<file path="src/logic/pwm_pkg.sv">
// Purpose: Shared constants and types of the timer based PWM output.
// Assumes: APB with 32-bit data, byte addresses, one aligned word per register.
// Notes:   The register offsets and field positions are kept here only.
package pwm_pkg;

    // Datapath widths
    localparam int TIMER_W   = 8;
    localparam int LOW_W     = 2;
    localparam int TB_W      = TIMER_W + LOW_W;
    localparam int PRESC_W   = 6;
    localparam int PHASE_W   = 2;
    localparam int ADDR_W    = 8;
    localparam int DATA_W    = 32;

    // Oscillator period in ns and oscillator phases per timer cycle
    localparam int OSC_PERIOD_NS    = 10;
    localparam int PHASES_PER_CYCLE = 4;
    localparam logic [PHASE_W-1:0] LAST_PHASE = PHASE_W'(PHASES_PER_CYCLE - 1);

    // Register byte offsets
    localparam logic [ADDR_W-1:0] OFF_CTRL        = 8'h00;
    localparam logic [ADDR_W-1:0] OFF_PERIOD      = 8'h04;
    localparam logic [ADDR_W-1:0] OFF_DUTY_STAGE  = 8'h08;
    localparam logic [ADDR_W-1:0] OFF_DUTY_ACTIVE = 8'h0c;
    localparam logic [ADDR_W-1:0] OFF_TIMER       = 8'h10;
    localparam logic [ADDR_W-1:0] OFF_STATUS      = 8'h14;

    // Control register fields
    localparam int CTRL_EN_BIT = 0;
    localparam int CTRL_PS_LSB = 1;
    localparam int CTRL_DC_LSB = 4;

    // Status register fields
    localparam int STAT_PIN_BIT = 0;
    localparam int STAT_EN_BIT  = 1;
    localparam int STAT_LAT_LSB = 2;

    // Reset values
    localparam logic [TIMER_W-1:0] RST_PERIOD = 8'hff;
    localparam logic [TIMER_W-1:0] RST_DUTY   = 8'h00;
    localparam logic [LOW_W-1:0]   RST_LOW    = 2'h0;

    // Prescale ratios of the period timer
    typedef enum logic [1:0] {
        PS_1  = 2'h0,
        PS_4  = 2'h1,
        PS_16 = 2'h2,
        PS_64 = 2'h3
    } presc_sel_t;

endpackage

</file>
<file path="src/logic/timebase_gen.sv">
// Purpose: Oscillator phase and prescaler counters feeding the PWM time base.
// Assumes: One oscillator phase per pclk edge; counters idle while disabled.
// Notes:   Gives the timer increment pulse and the two low time base bits.
`timescale 1ns/1ps
module timebase_gen
    import pwm_pkg::*;
(
    // Clock and reset
    input  wire logic               pclk,
    input  wire logic               presetn,
    // Control
    input  wire logic               en,
    input  wire presc_sel_t         ps_sel,
    // Time base outputs
    output logic                    tick_inc,
    output logic [LOW_W-1:0]        low2
);

    logic [PHASE_W-1:0] phase_r;
    logic [PRESC_W-1:0] presc_r;
    logic               tcy;

    // Last prescaler count before the timer steps
    function automatic logic [PRESC_W-1:0] presc_limit(input presc_sel_t s);
        case (s)
            PS_1:    presc_limit = 6'h00;
            PS_4:    presc_limit = 6'h03;
            PS_16:   presc_limit = 6'h0f;
            PS_64:   presc_limit = 6'h3f;
            default: presc_limit = 6'h00;
        endcase
    endfunction

    assign tcy = (phase_r == LAST_PHASE);
    // No postscaler anywhere in this path
    assign tick_inc = tcy && (presc_r == presc_limit(ps_sel));

    // Oscillator phase, held at zero while disabled so a new run starts clean
    always_ff @(posedge pclk or negedge presetn) begin
        if (!presetn) begin
            phase_r <= 2'h0;
        end else if (!en) begin
            phase_r <= 2'h0;
        end else begin
            phase_r <= phase_r + 2'h1;
        end
    end

    // Prescaler counts timer cycles
    always_ff @(posedge pclk or negedge presetn) begin
        if (!presetn) begin
            presc_r <= 6'h00;
        end else if (!en || tick_inc) begin
            presc_r <= 6'h00;
        end else if (tcy) begin
            presc_r <= presc_r + 6'h01;
        end
    end

    // Low bits: clock phase at 1:1, top prescaler bits otherwise
    always_comb begin
        case (ps_sel)
            PS_1:    low2 = phase_r;
            PS_4:    low2 = presc_r[1:0];
            PS_16:   low2 = presc_r[3:2];
            PS_64:   low2 = presc_r[5:4];
            default: low2 = phase_r;
        endcase
    end
endmodule

</file>
<file path="src/logic/timer_based_pwm_output.sv">
// Purpose: PWM generator with period timer, period compare and double
//          buffered 10-bit duty, reached over an APB slave.
// Assumes: pclk is the oscillator; APB signals are synchronous to pclk.
// Notes:   Zero wait state slave; read data registered in the setup cycle.
`timescale 1ns/1ps
module timer_based_pwm_output
    import pwm_pkg::*;
(
    // Clock and reset
    input  wire logic               pclk,
    input  wire logic               presetn,
    // APB slave
    input  wire logic               psel,
    input  wire logic               penable,
    input  wire logic               pwrite,
    input  wire logic [ADDR_W-1:0]  paddr,
    input  wire logic [DATA_W-1:0]  pwdata,
    output logic [DATA_W-1:0]       prdata,
    output logic                    pready,
    output logic                    pslverr,
    // PWM pin
    output logic                    pwm_output_pin
);

    // Software visible state
    logic                 en_r;
    presc_sel_t           ps_r;
    logic [LOW_W-1:0]     duty_low_bits_r;
    logic [TIMER_W-1:0]   period_value_r;
    logic [TIMER_W-1:0]   duty_staging_reg_r;
    logic [TIMER_W-1:0]   duty_active_reg_r;
    logic [LOW_W-1:0]     duty_latch_r;

    // Time base state
    logic [TIMER_W-1:0]   period_timer_r;
    logic                 pin_r;
    logic                 tick_inc;
    logic [LOW_W-1:0]     low2;
    logic [TB_W-1:0]      time_base;
    logic [TB_W-1:0]      duty_cmp;
    logic [TB_W-1:0]      duty_stage_val;
    logic                 period_match;
    logic                 duty_match;
    logic                 set_pend_r;

    // Bus state
    logic [DATA_W-1:0]    rdata_r;
    logic                 err_r;
    logic                 setup;
    logic                 access;
    logic                 wr_ok;

    // Address decode, evaluated in the setup phase only; access uses the registered result
    function automatic logic addr_ok(input logic [ADDR_W-1:0] a);
        case (a)
            OFF_CTRL, OFF_PERIOD, OFF_DUTY_STAGE,
            OFF_DUTY_ACTIVE, OFF_TIMER, OFF_STATUS: addr_ok = 1'b1;
            default:                                addr_ok = 1'b0;
        endcase
    endfunction

    //--------------------------------------------------------------
    // Phase and prescaler counters
    //--------------------------------------------------------------

    timebase_gen u_timebase (
        .pclk     (pclk),
        .presetn  (presetn),
        .en       (en_r),
        .ps_sel   (ps_r),
        .tick_inc (tick_inc),
        .low2     (low2)
    );

    //--------------------------------------------------------------
    // Compares
    //--------------------------------------------------------------

    // 10-bit time base: timer count over the two low bits
    assign time_base = {period_timer_r, low2};

    // Active compare value: upper byte plus the internal latch
    assign duty_cmp = {duty_active_reg_r, duty_latch_r};

    // Value about to be latched; high byte from staging, low from control
    assign duty_stage_val = {duty_staging_reg_r, duty_low_bits_r};

    // Period match acts only on an increment edge, no postscaler
    assign period_match = en_r && tick_inc
                        && (period_timer_r == period_value_r);

    // Duty match evaluated every clock; the time base steps every clock only at 1:1,
    // so the compare result lasts one clock there and several clocks at slower prescales
    assign duty_match = en_r && (time_base == duty_cmp);

    //--------------------------------------------------------------
    // Period timer
    //--------------------------------------------------------------

    // Counts per increment and wraps on period match
    always_ff @(posedge pclk or negedge presetn) begin
        if (!presetn) begin
            period_timer_r <= '0;
        end else if (!en_r) begin
            period_timer_r <= '0;
        end else if (period_match) begin
            period_timer_r <= '0;
        end else if (tick_inc) begin
            period_timer_r <= period_timer_r + 8'h01;
        end
    end

    //--------------------------------------------------------------
    // Duty double buffer
    //--------------------------------------------------------------

    // Active byte; software may load it only while stopped
    always_ff @(posedge pclk or negedge presetn) begin
        if (!presetn) begin
            duty_active_reg_r <= RST_DUTY;
        end else if (period_match) begin
            duty_active_reg_r <= duty_staging_reg_r;
        end else if (wr_ok && !en_r && paddr == OFF_DUTY_ACTIVE) begin
            duty_active_reg_r <= pwdata[TIMER_W-1:0];
        end
    end

    // Low latch, readable only in status, loaded with the active byte so no glitch
    always_ff @(posedge pclk or negedge presetn) begin
        if (!presetn) begin
            duty_latch_r <= RST_LOW;
        end else if (period_match) begin
            duty_latch_r <= duty_low_bits_r;
        end
    end

    //--------------------------------------------------------------
    // Output pin
    //--------------------------------------------------------------

    // Set lands one clock after the match, mirroring the clock that a
    // duty compare takes to clear, so the pulse spans exactly duty steps
    always_ff @(posedge pclk or negedge presetn) begin
        if (!presetn) begin
            set_pend_r <= 1'b0;
        end else begin
            set_pend_r <= period_match;
        end
    end

    // Duty match has priority so a coincident set never leaves a spike;
    // with no match at all the pin simply holds
    always_ff @(posedge pclk or negedge presetn) begin
        if (!presetn) begin
            pin_r <= 1'b0;
        end else if (!en_r) begin
            pin_r <= 1'b0;
        end else if (duty_match) begin
            pin_r <= 1'b0;
        end else if (set_pend_r && duty_cmp != '0) begin
            pin_r <= 1'b1;
        end
        // Otherwise unchanged, also when duty exceeds period
    end

    assign pwm_output_pin = pin_r;

    //--------------------------------------------------------------
    // APB slave
    //--------------------------------------------------------------

    assign setup  = psel && !penable;
    assign access = psel && penable;
    assign wr_ok  = access && pwrite && !err_r;

    // Always ready: every transfer is setup plus one access cycle
    assign pready  = 1'b1;
    assign pslverr = access && err_r;

    // Decode captured in setup; address is stable through access
    always_ff @(posedge pclk or negedge presetn) begin
        if (!presetn) begin
            err_r <= 1'b0;
        end else if (setup) begin
            err_r <= !addr_ok(paddr);
        end
    end

    // Read data captured in setup so prdata comes from a flip-flop
    always_ff @(posedge pclk or negedge presetn) begin
        if (!presetn) begin
            rdata_r <= '0;
        end else if (setup && !pwrite) begin
            rdata_r <= '0;
            case (paddr)
                OFF_CTRL: begin
                    rdata_r[CTRL_EN_BIT]                 <= en_r;
                    rdata_r[CTRL_PS_LSB +: 2]            <= ps_r;
                    rdata_r[CTRL_DC_LSB +: LOW_W]        <= duty_low_bits_r;
                end
                OFF_PERIOD:      rdata_r[TIMER_W-1:0] <= period_value_r;
                OFF_DUTY_STAGE:  rdata_r[TIMER_W-1:0] <= duty_staging_reg_r;
                OFF_DUTY_ACTIVE: rdata_r[TIMER_W-1:0] <= duty_active_reg_r;
                OFF_TIMER:       rdata_r[TIMER_W-1:0] <= period_timer_r;
                OFF_STATUS: begin
                    rdata_r[STAT_PIN_BIT]                <= pin_r;
                    rdata_r[STAT_EN_BIT]                 <= en_r;
                    rdata_r[STAT_LAT_LSB +: LOW_W]       <= duty_latch_r;
                end
                default:         rdata_r <= '0;
            endcase
        end
    end

    assign prdata = rdata_r;

    // Control: enable, prescale and the low duty bits
    always_ff @(posedge pclk or negedge presetn) begin
        if (!presetn) begin
            en_r            <= 1'b0;
            ps_r            <= PS_1;
            duty_low_bits_r <= RST_LOW;
        end else if (wr_ok && paddr == OFF_CTRL) begin
            en_r            <= pwdata[CTRL_EN_BIT];
            ps_r            <= presc_sel_t'(pwdata[CTRL_PS_LSB +: 2]);
            duty_low_bits_r <= pwdata[CTRL_DC_LSB +: LOW_W];
        end
    end

    // Period value; a change mid-period takes hold at the next compare
    always_ff @(posedge pclk or negedge presetn) begin
        if (!presetn) begin
            period_value_r <= RST_PERIOD;
        end else if (wr_ok && paddr == OFF_PERIOD) begin
            period_value_r <= pwdata[TIMER_W-1:0];
        end
    end

    // Staging byte written freely; output sees it only at period match
    always_ff @(posedge pclk or negedge presetn) begin
        if (!presetn) begin
            duty_staging_reg_r <= RST_DUTY;
        end else if (wr_ok && paddr == OFF_DUTY_STAGE) begin
            duty_staging_reg_r <= pwdata[TIMER_W-1:0];
        end
    end
endmodule

</file>
<file path="config.mk">
export PLATFORM = sky130hd
export DESIGN_NAME = timer_based_pwm_output
export DESIGN_NICKNAME = d
export VERILOG_FILES = /design/src/logic/pwm_pkg.sv /design/src/logic/timebase_gen.sv /design/src/logic/timer_based_pwm_output.sv
export SDC_FILE = /design/constraint.sdc
export NUM_CORES = 1
export LEC_CHECK = 0
export ABC_CLOCK_PERIOD_IN_PS = 1700
export BUFFER_PORTS_ARGS = -buffer_cell sky130_fd_sc_hd__buf_2
export CAP_MARGIN = 5
export CORE_UTILIZATION = 49
export CTS_CLUSTER_SIZE = 25
export DETAILED_ROUTE_END_ITERATION = 7
export PLACE_DENSITY_LB_ADDON = 0.25
export SYNTH_ARGS = -nofsm -noshare
export SYNTH_HDL_FRONTEND = slang
export SYNTH_SLANG_ARGS = --single-unit
</file>
<file path="constraint.sdc">
create_clock -name pclk -period 1.7 [get_ports pclk]
set_input_delay 0 -clock pclk [delete_from_list [all_inputs] [get_ports pclk]]
set_output_delay 0 -clock pclk [all_outputs]
set_load 0.05 [all_outputs]
</file>
==> out/summary.txt <==
Post-DR wirelength/cell: 17.10 µm
Area Overhead vs Synth: 24.96%
Adder-Cell Fraction of Synth Area: 1.070%
Root Buffer: clkbuf_8
CP Class: register to register
Distinct cells, synth: 50
Simple-Gate Fraction of Synth Area: 14.19%
Most common cell in the netlist: dfrtp_1
Dominant cell type by area after synthesis: dfrtp_1
Vias in the first global route: 2638
Worst setup margin: -0.2606 ns
Tot GR Track Use: 23.82%
Die Area: 7505 µm²
Sw Share: 30.28%
Max Clock Skew: 0.007495 ns
Sequential power share: 48.0%
Synth area leaders: dfrtp_1 36%, mux2_2 10%, buf_4 6.0%
Synth warn: 0
#FFs+latches synth: 58
Syn Std Cell Area: 3510 µm²
Top-area cell type share of the netlist area: 35.65%
Period utilisation layout: 115.3%
Worst-path clk slew: 0.07 ns
CP Launch Type: register
Final setup fails: 23
Post-synthesis mux area share: 19.61%
Largest net degree at the start of global routing: 25
Global placement routability congestion: 0.8851
Reg-to-Reg Start: err_r
Sequential area share after synthesis: 41.64%
Layout cells sized above 1: 40.44%
RSZ-0062 raised after global routing: yes
Final WL: 8.704 mm
Post-synth EDFFs: 0
Sw power: 0.0009009 W
Setup_tns: -3.815 ns
GRT overflow: 0
Syn Inst Count: 332
CTS tree: yes
Commonest cells post-synth: 50 x dfrtp_1, 32 x mux2_2, 31 x nor2_1, 28 x buf_4, 14 x a21oi_1
CP arrival: 2.18 ns
Violated checks: setup timing
Run status: complete, but fails checks
Post-layout nets: 456
Synth Area in Compound Gates: 8.057%
PortBufs: 30
FF-to-FF End: duty_active_reg_r[6]
Footprint of the multi-input gates: 1987 µm²
Total CTS buffers: 9
Top FF cell, synth: dfrtp_1
Startpoint of the worst hold path: pwrite
Routed via count: 2725
Worst hold stages: 4
I/O pin count: 80
Fmax: 0.5100 GHz
Number of diodes: 0
Cells on worst reg2reg path: 6
Leakage dissipation: 2.092 nW
Antenna violations before repair: 0
Hold Crit Endpoint: prdata[3]
Final min period: 1.961 ns
R2r setup slk: -0.26 ns
Bufs on Longest Clock Path: 2
CTS Sinks: 58
Storage element area: 1463 µm²
H-tree depth: 3
Die height: 86.63 µm
Largest family of logic cells by synthesized area: multiplexers
Core area: 6869 µm²
Fillers: 573
Crit path max fanout: 4
Max-slew violations: 0
Vias/cell: 5.354
HP Class: input pin to register
VDD IR max: 0.0005181 V
Finished Layout Cells: 509
Post-synthesis xor/xnor area fraction: 5.989%
Routed Antenna Nets: 0
Max-cap violation count: 0
Critical path required time: 1.92 ns
Drc violations: 0
Internal power: 0.002074 W
Avg Inst Size Synth: 10.57 µm²
Asr flop ratio synth: 100.0%
Hpwl dp: 5.898 mm
Initial DRC count: 193
Row cnt: 30
Worst setup EP type: register
Initial Util: 51.09%
Placed cell count: 475
Power Density: 678.4 nW/µm²
Combinational fraction of design power: 15.0%
Clk pwr share: 37.0%
Die Wd: 86.63 µm
Pre-antenna DRT Iters: 4
Clock Latency Late Sink: 0.34 ns
First-pass GRT wire length: 13.30 mm
Final hold viol count: 0
-- sequential cells by signal, summed over array words and instances (netlist names), 2 cells and up --
name and cells:
duty_active_reg_r 8, duty_staging_reg_r 8, period_timer_r 8, period_value_r 8, prdata 8, u_timebase.presc_r 6, duty_latch_r 2, duty_low_bits_r 2
ps_r 2, u_timebase.phase_r 2
-- cells in the final DEF (no fill, tap or decap), types with 5 or more instances in the layout --
cell type / netlist / final
a21oi_1: 14 / 14
a22o_1: 5 / 5
buf_2: 4 / 30
buf_4: 28 / 39
clkbuf_8: 0 / 10
conb_1: 2 / 25
dfrtp_1: 50 / 49
dfstp_2: 8 / 8
dlygate4sd3_1: 0 / 11
inv_1: 9 / 9
mux2_2: 32 / 20
mux2_4: 10 / 22
mux2i_1: 11 / 11
nand2_1: 13 / 12
nand3_1: 10 / 10
nor2_1: 31 / 30
nor2b_1: 6 / 6
o21ai_0: 9 / 8
xnor2_1: 11 / 11
xor2_1: 13 / 12
-- metal layers --
metal  global-route usage, %  routed length [µm]  vias to the layer above
met2                   38.53                4250                      115
met3                   6.095                 560                       21
met1                   31.34                3670                     1322
li1                        -                   -                     1267
met4                   7.576                 223                        0
met5                       0                   0                        -
-- power by group through the flow --
stage	clock network (W)	registers, W	logic [W]
after floorplan	0	0.00156	0.000238
after global placement	0	0.00145	0.000420
after detailed placement	0	0.00145	0.000423
after CTS	0.00112	0.00143	0.000444
after global routing	0.00117	0.00143	0.000479
final	0.00110	0.00143	0.000447
-- through the flow --
stage / hold WS, ns / power [W] / setup WS (ns) / cell area (µm²) / utilization [%]
after global routing: 0.1470 / 0.003082 / -0.3037 / 4385 / 63.84
after floorplan: -0.2956 / 0.001799 / -0.1280 / 3612 / -
after CTS: 0.1133 / 0.002990 / -0.2369 / 4247 / 61.82
after global placement: -0.009960 / 0.001872 / -0.1866 / 3886 / 56.58
final: 0.1209 / 0.002975 / -0.2606 / 4385 / 63.84
after detailed placement: -0.02004 / 0.001877 / -0.2217 / 3886 / 56.58
-- cells by family (layout without fill, tap and decap cells) --
family / after synthesis / count (layout)
buffers and inverters: 53 / 110
and+or+nand+nor: 92 / 93
DFF: 58 / 58
other: 2 / 25
adders and majority gates: 3 / 3
AOI/OAI and AO/OA: 44 / 44
xor gates and xnor gates: 24 / 24
muxes: 56 / 56
-- how the worst max path moves through the flow --
| stage | from | to | depth (start not counted) |
|---|---|---|---|
| after CTS | err_r | duty_active_reg_r[5] | 6 |
| after floorplan | err_r | duty_active_reg_r[0] | 5 |
| after global routing | err_r | duty_active_reg_r[6] | 6 |
| after detailed placement | err_r | duty_active_reg_r[0] | 6 |
| final | err_r | duty_active_reg_r[6] | 6 |
| after global placement | err_r | duty_active_reg_r[4] | 6 |
-- critical path, cell delays in order, from the launching register on --
cell and delay, ns:
dfrtp_1 0.37, nand4b_1 0.24, or2_4 0.29, nor3_4 0.18, buf_6 0.15, mux2_2 0.34, mux2_4 0.27
-- final cells by class --
type                       instances  share of cell area, %
clock inverter                     3                 0.3424
clock buffer                      13                  3.395
tap                               96                  2.739
inverter                           9                 0.7703
multi-input combinational        245                  45.31
sequential                        58                  33.35
timing repair buffer              85                  14.09
-- repair_timing --
item,CTS,global route
setup buffers,1,7
hold buffers,11,0
endpoints found under the hold margin,63,0
resized for setup,19,22
pin swaps,6,9
setup endpoints to repair,33,33
gates cloned,0,1
No activity file was read; power rests on OpenSTA's default activity.
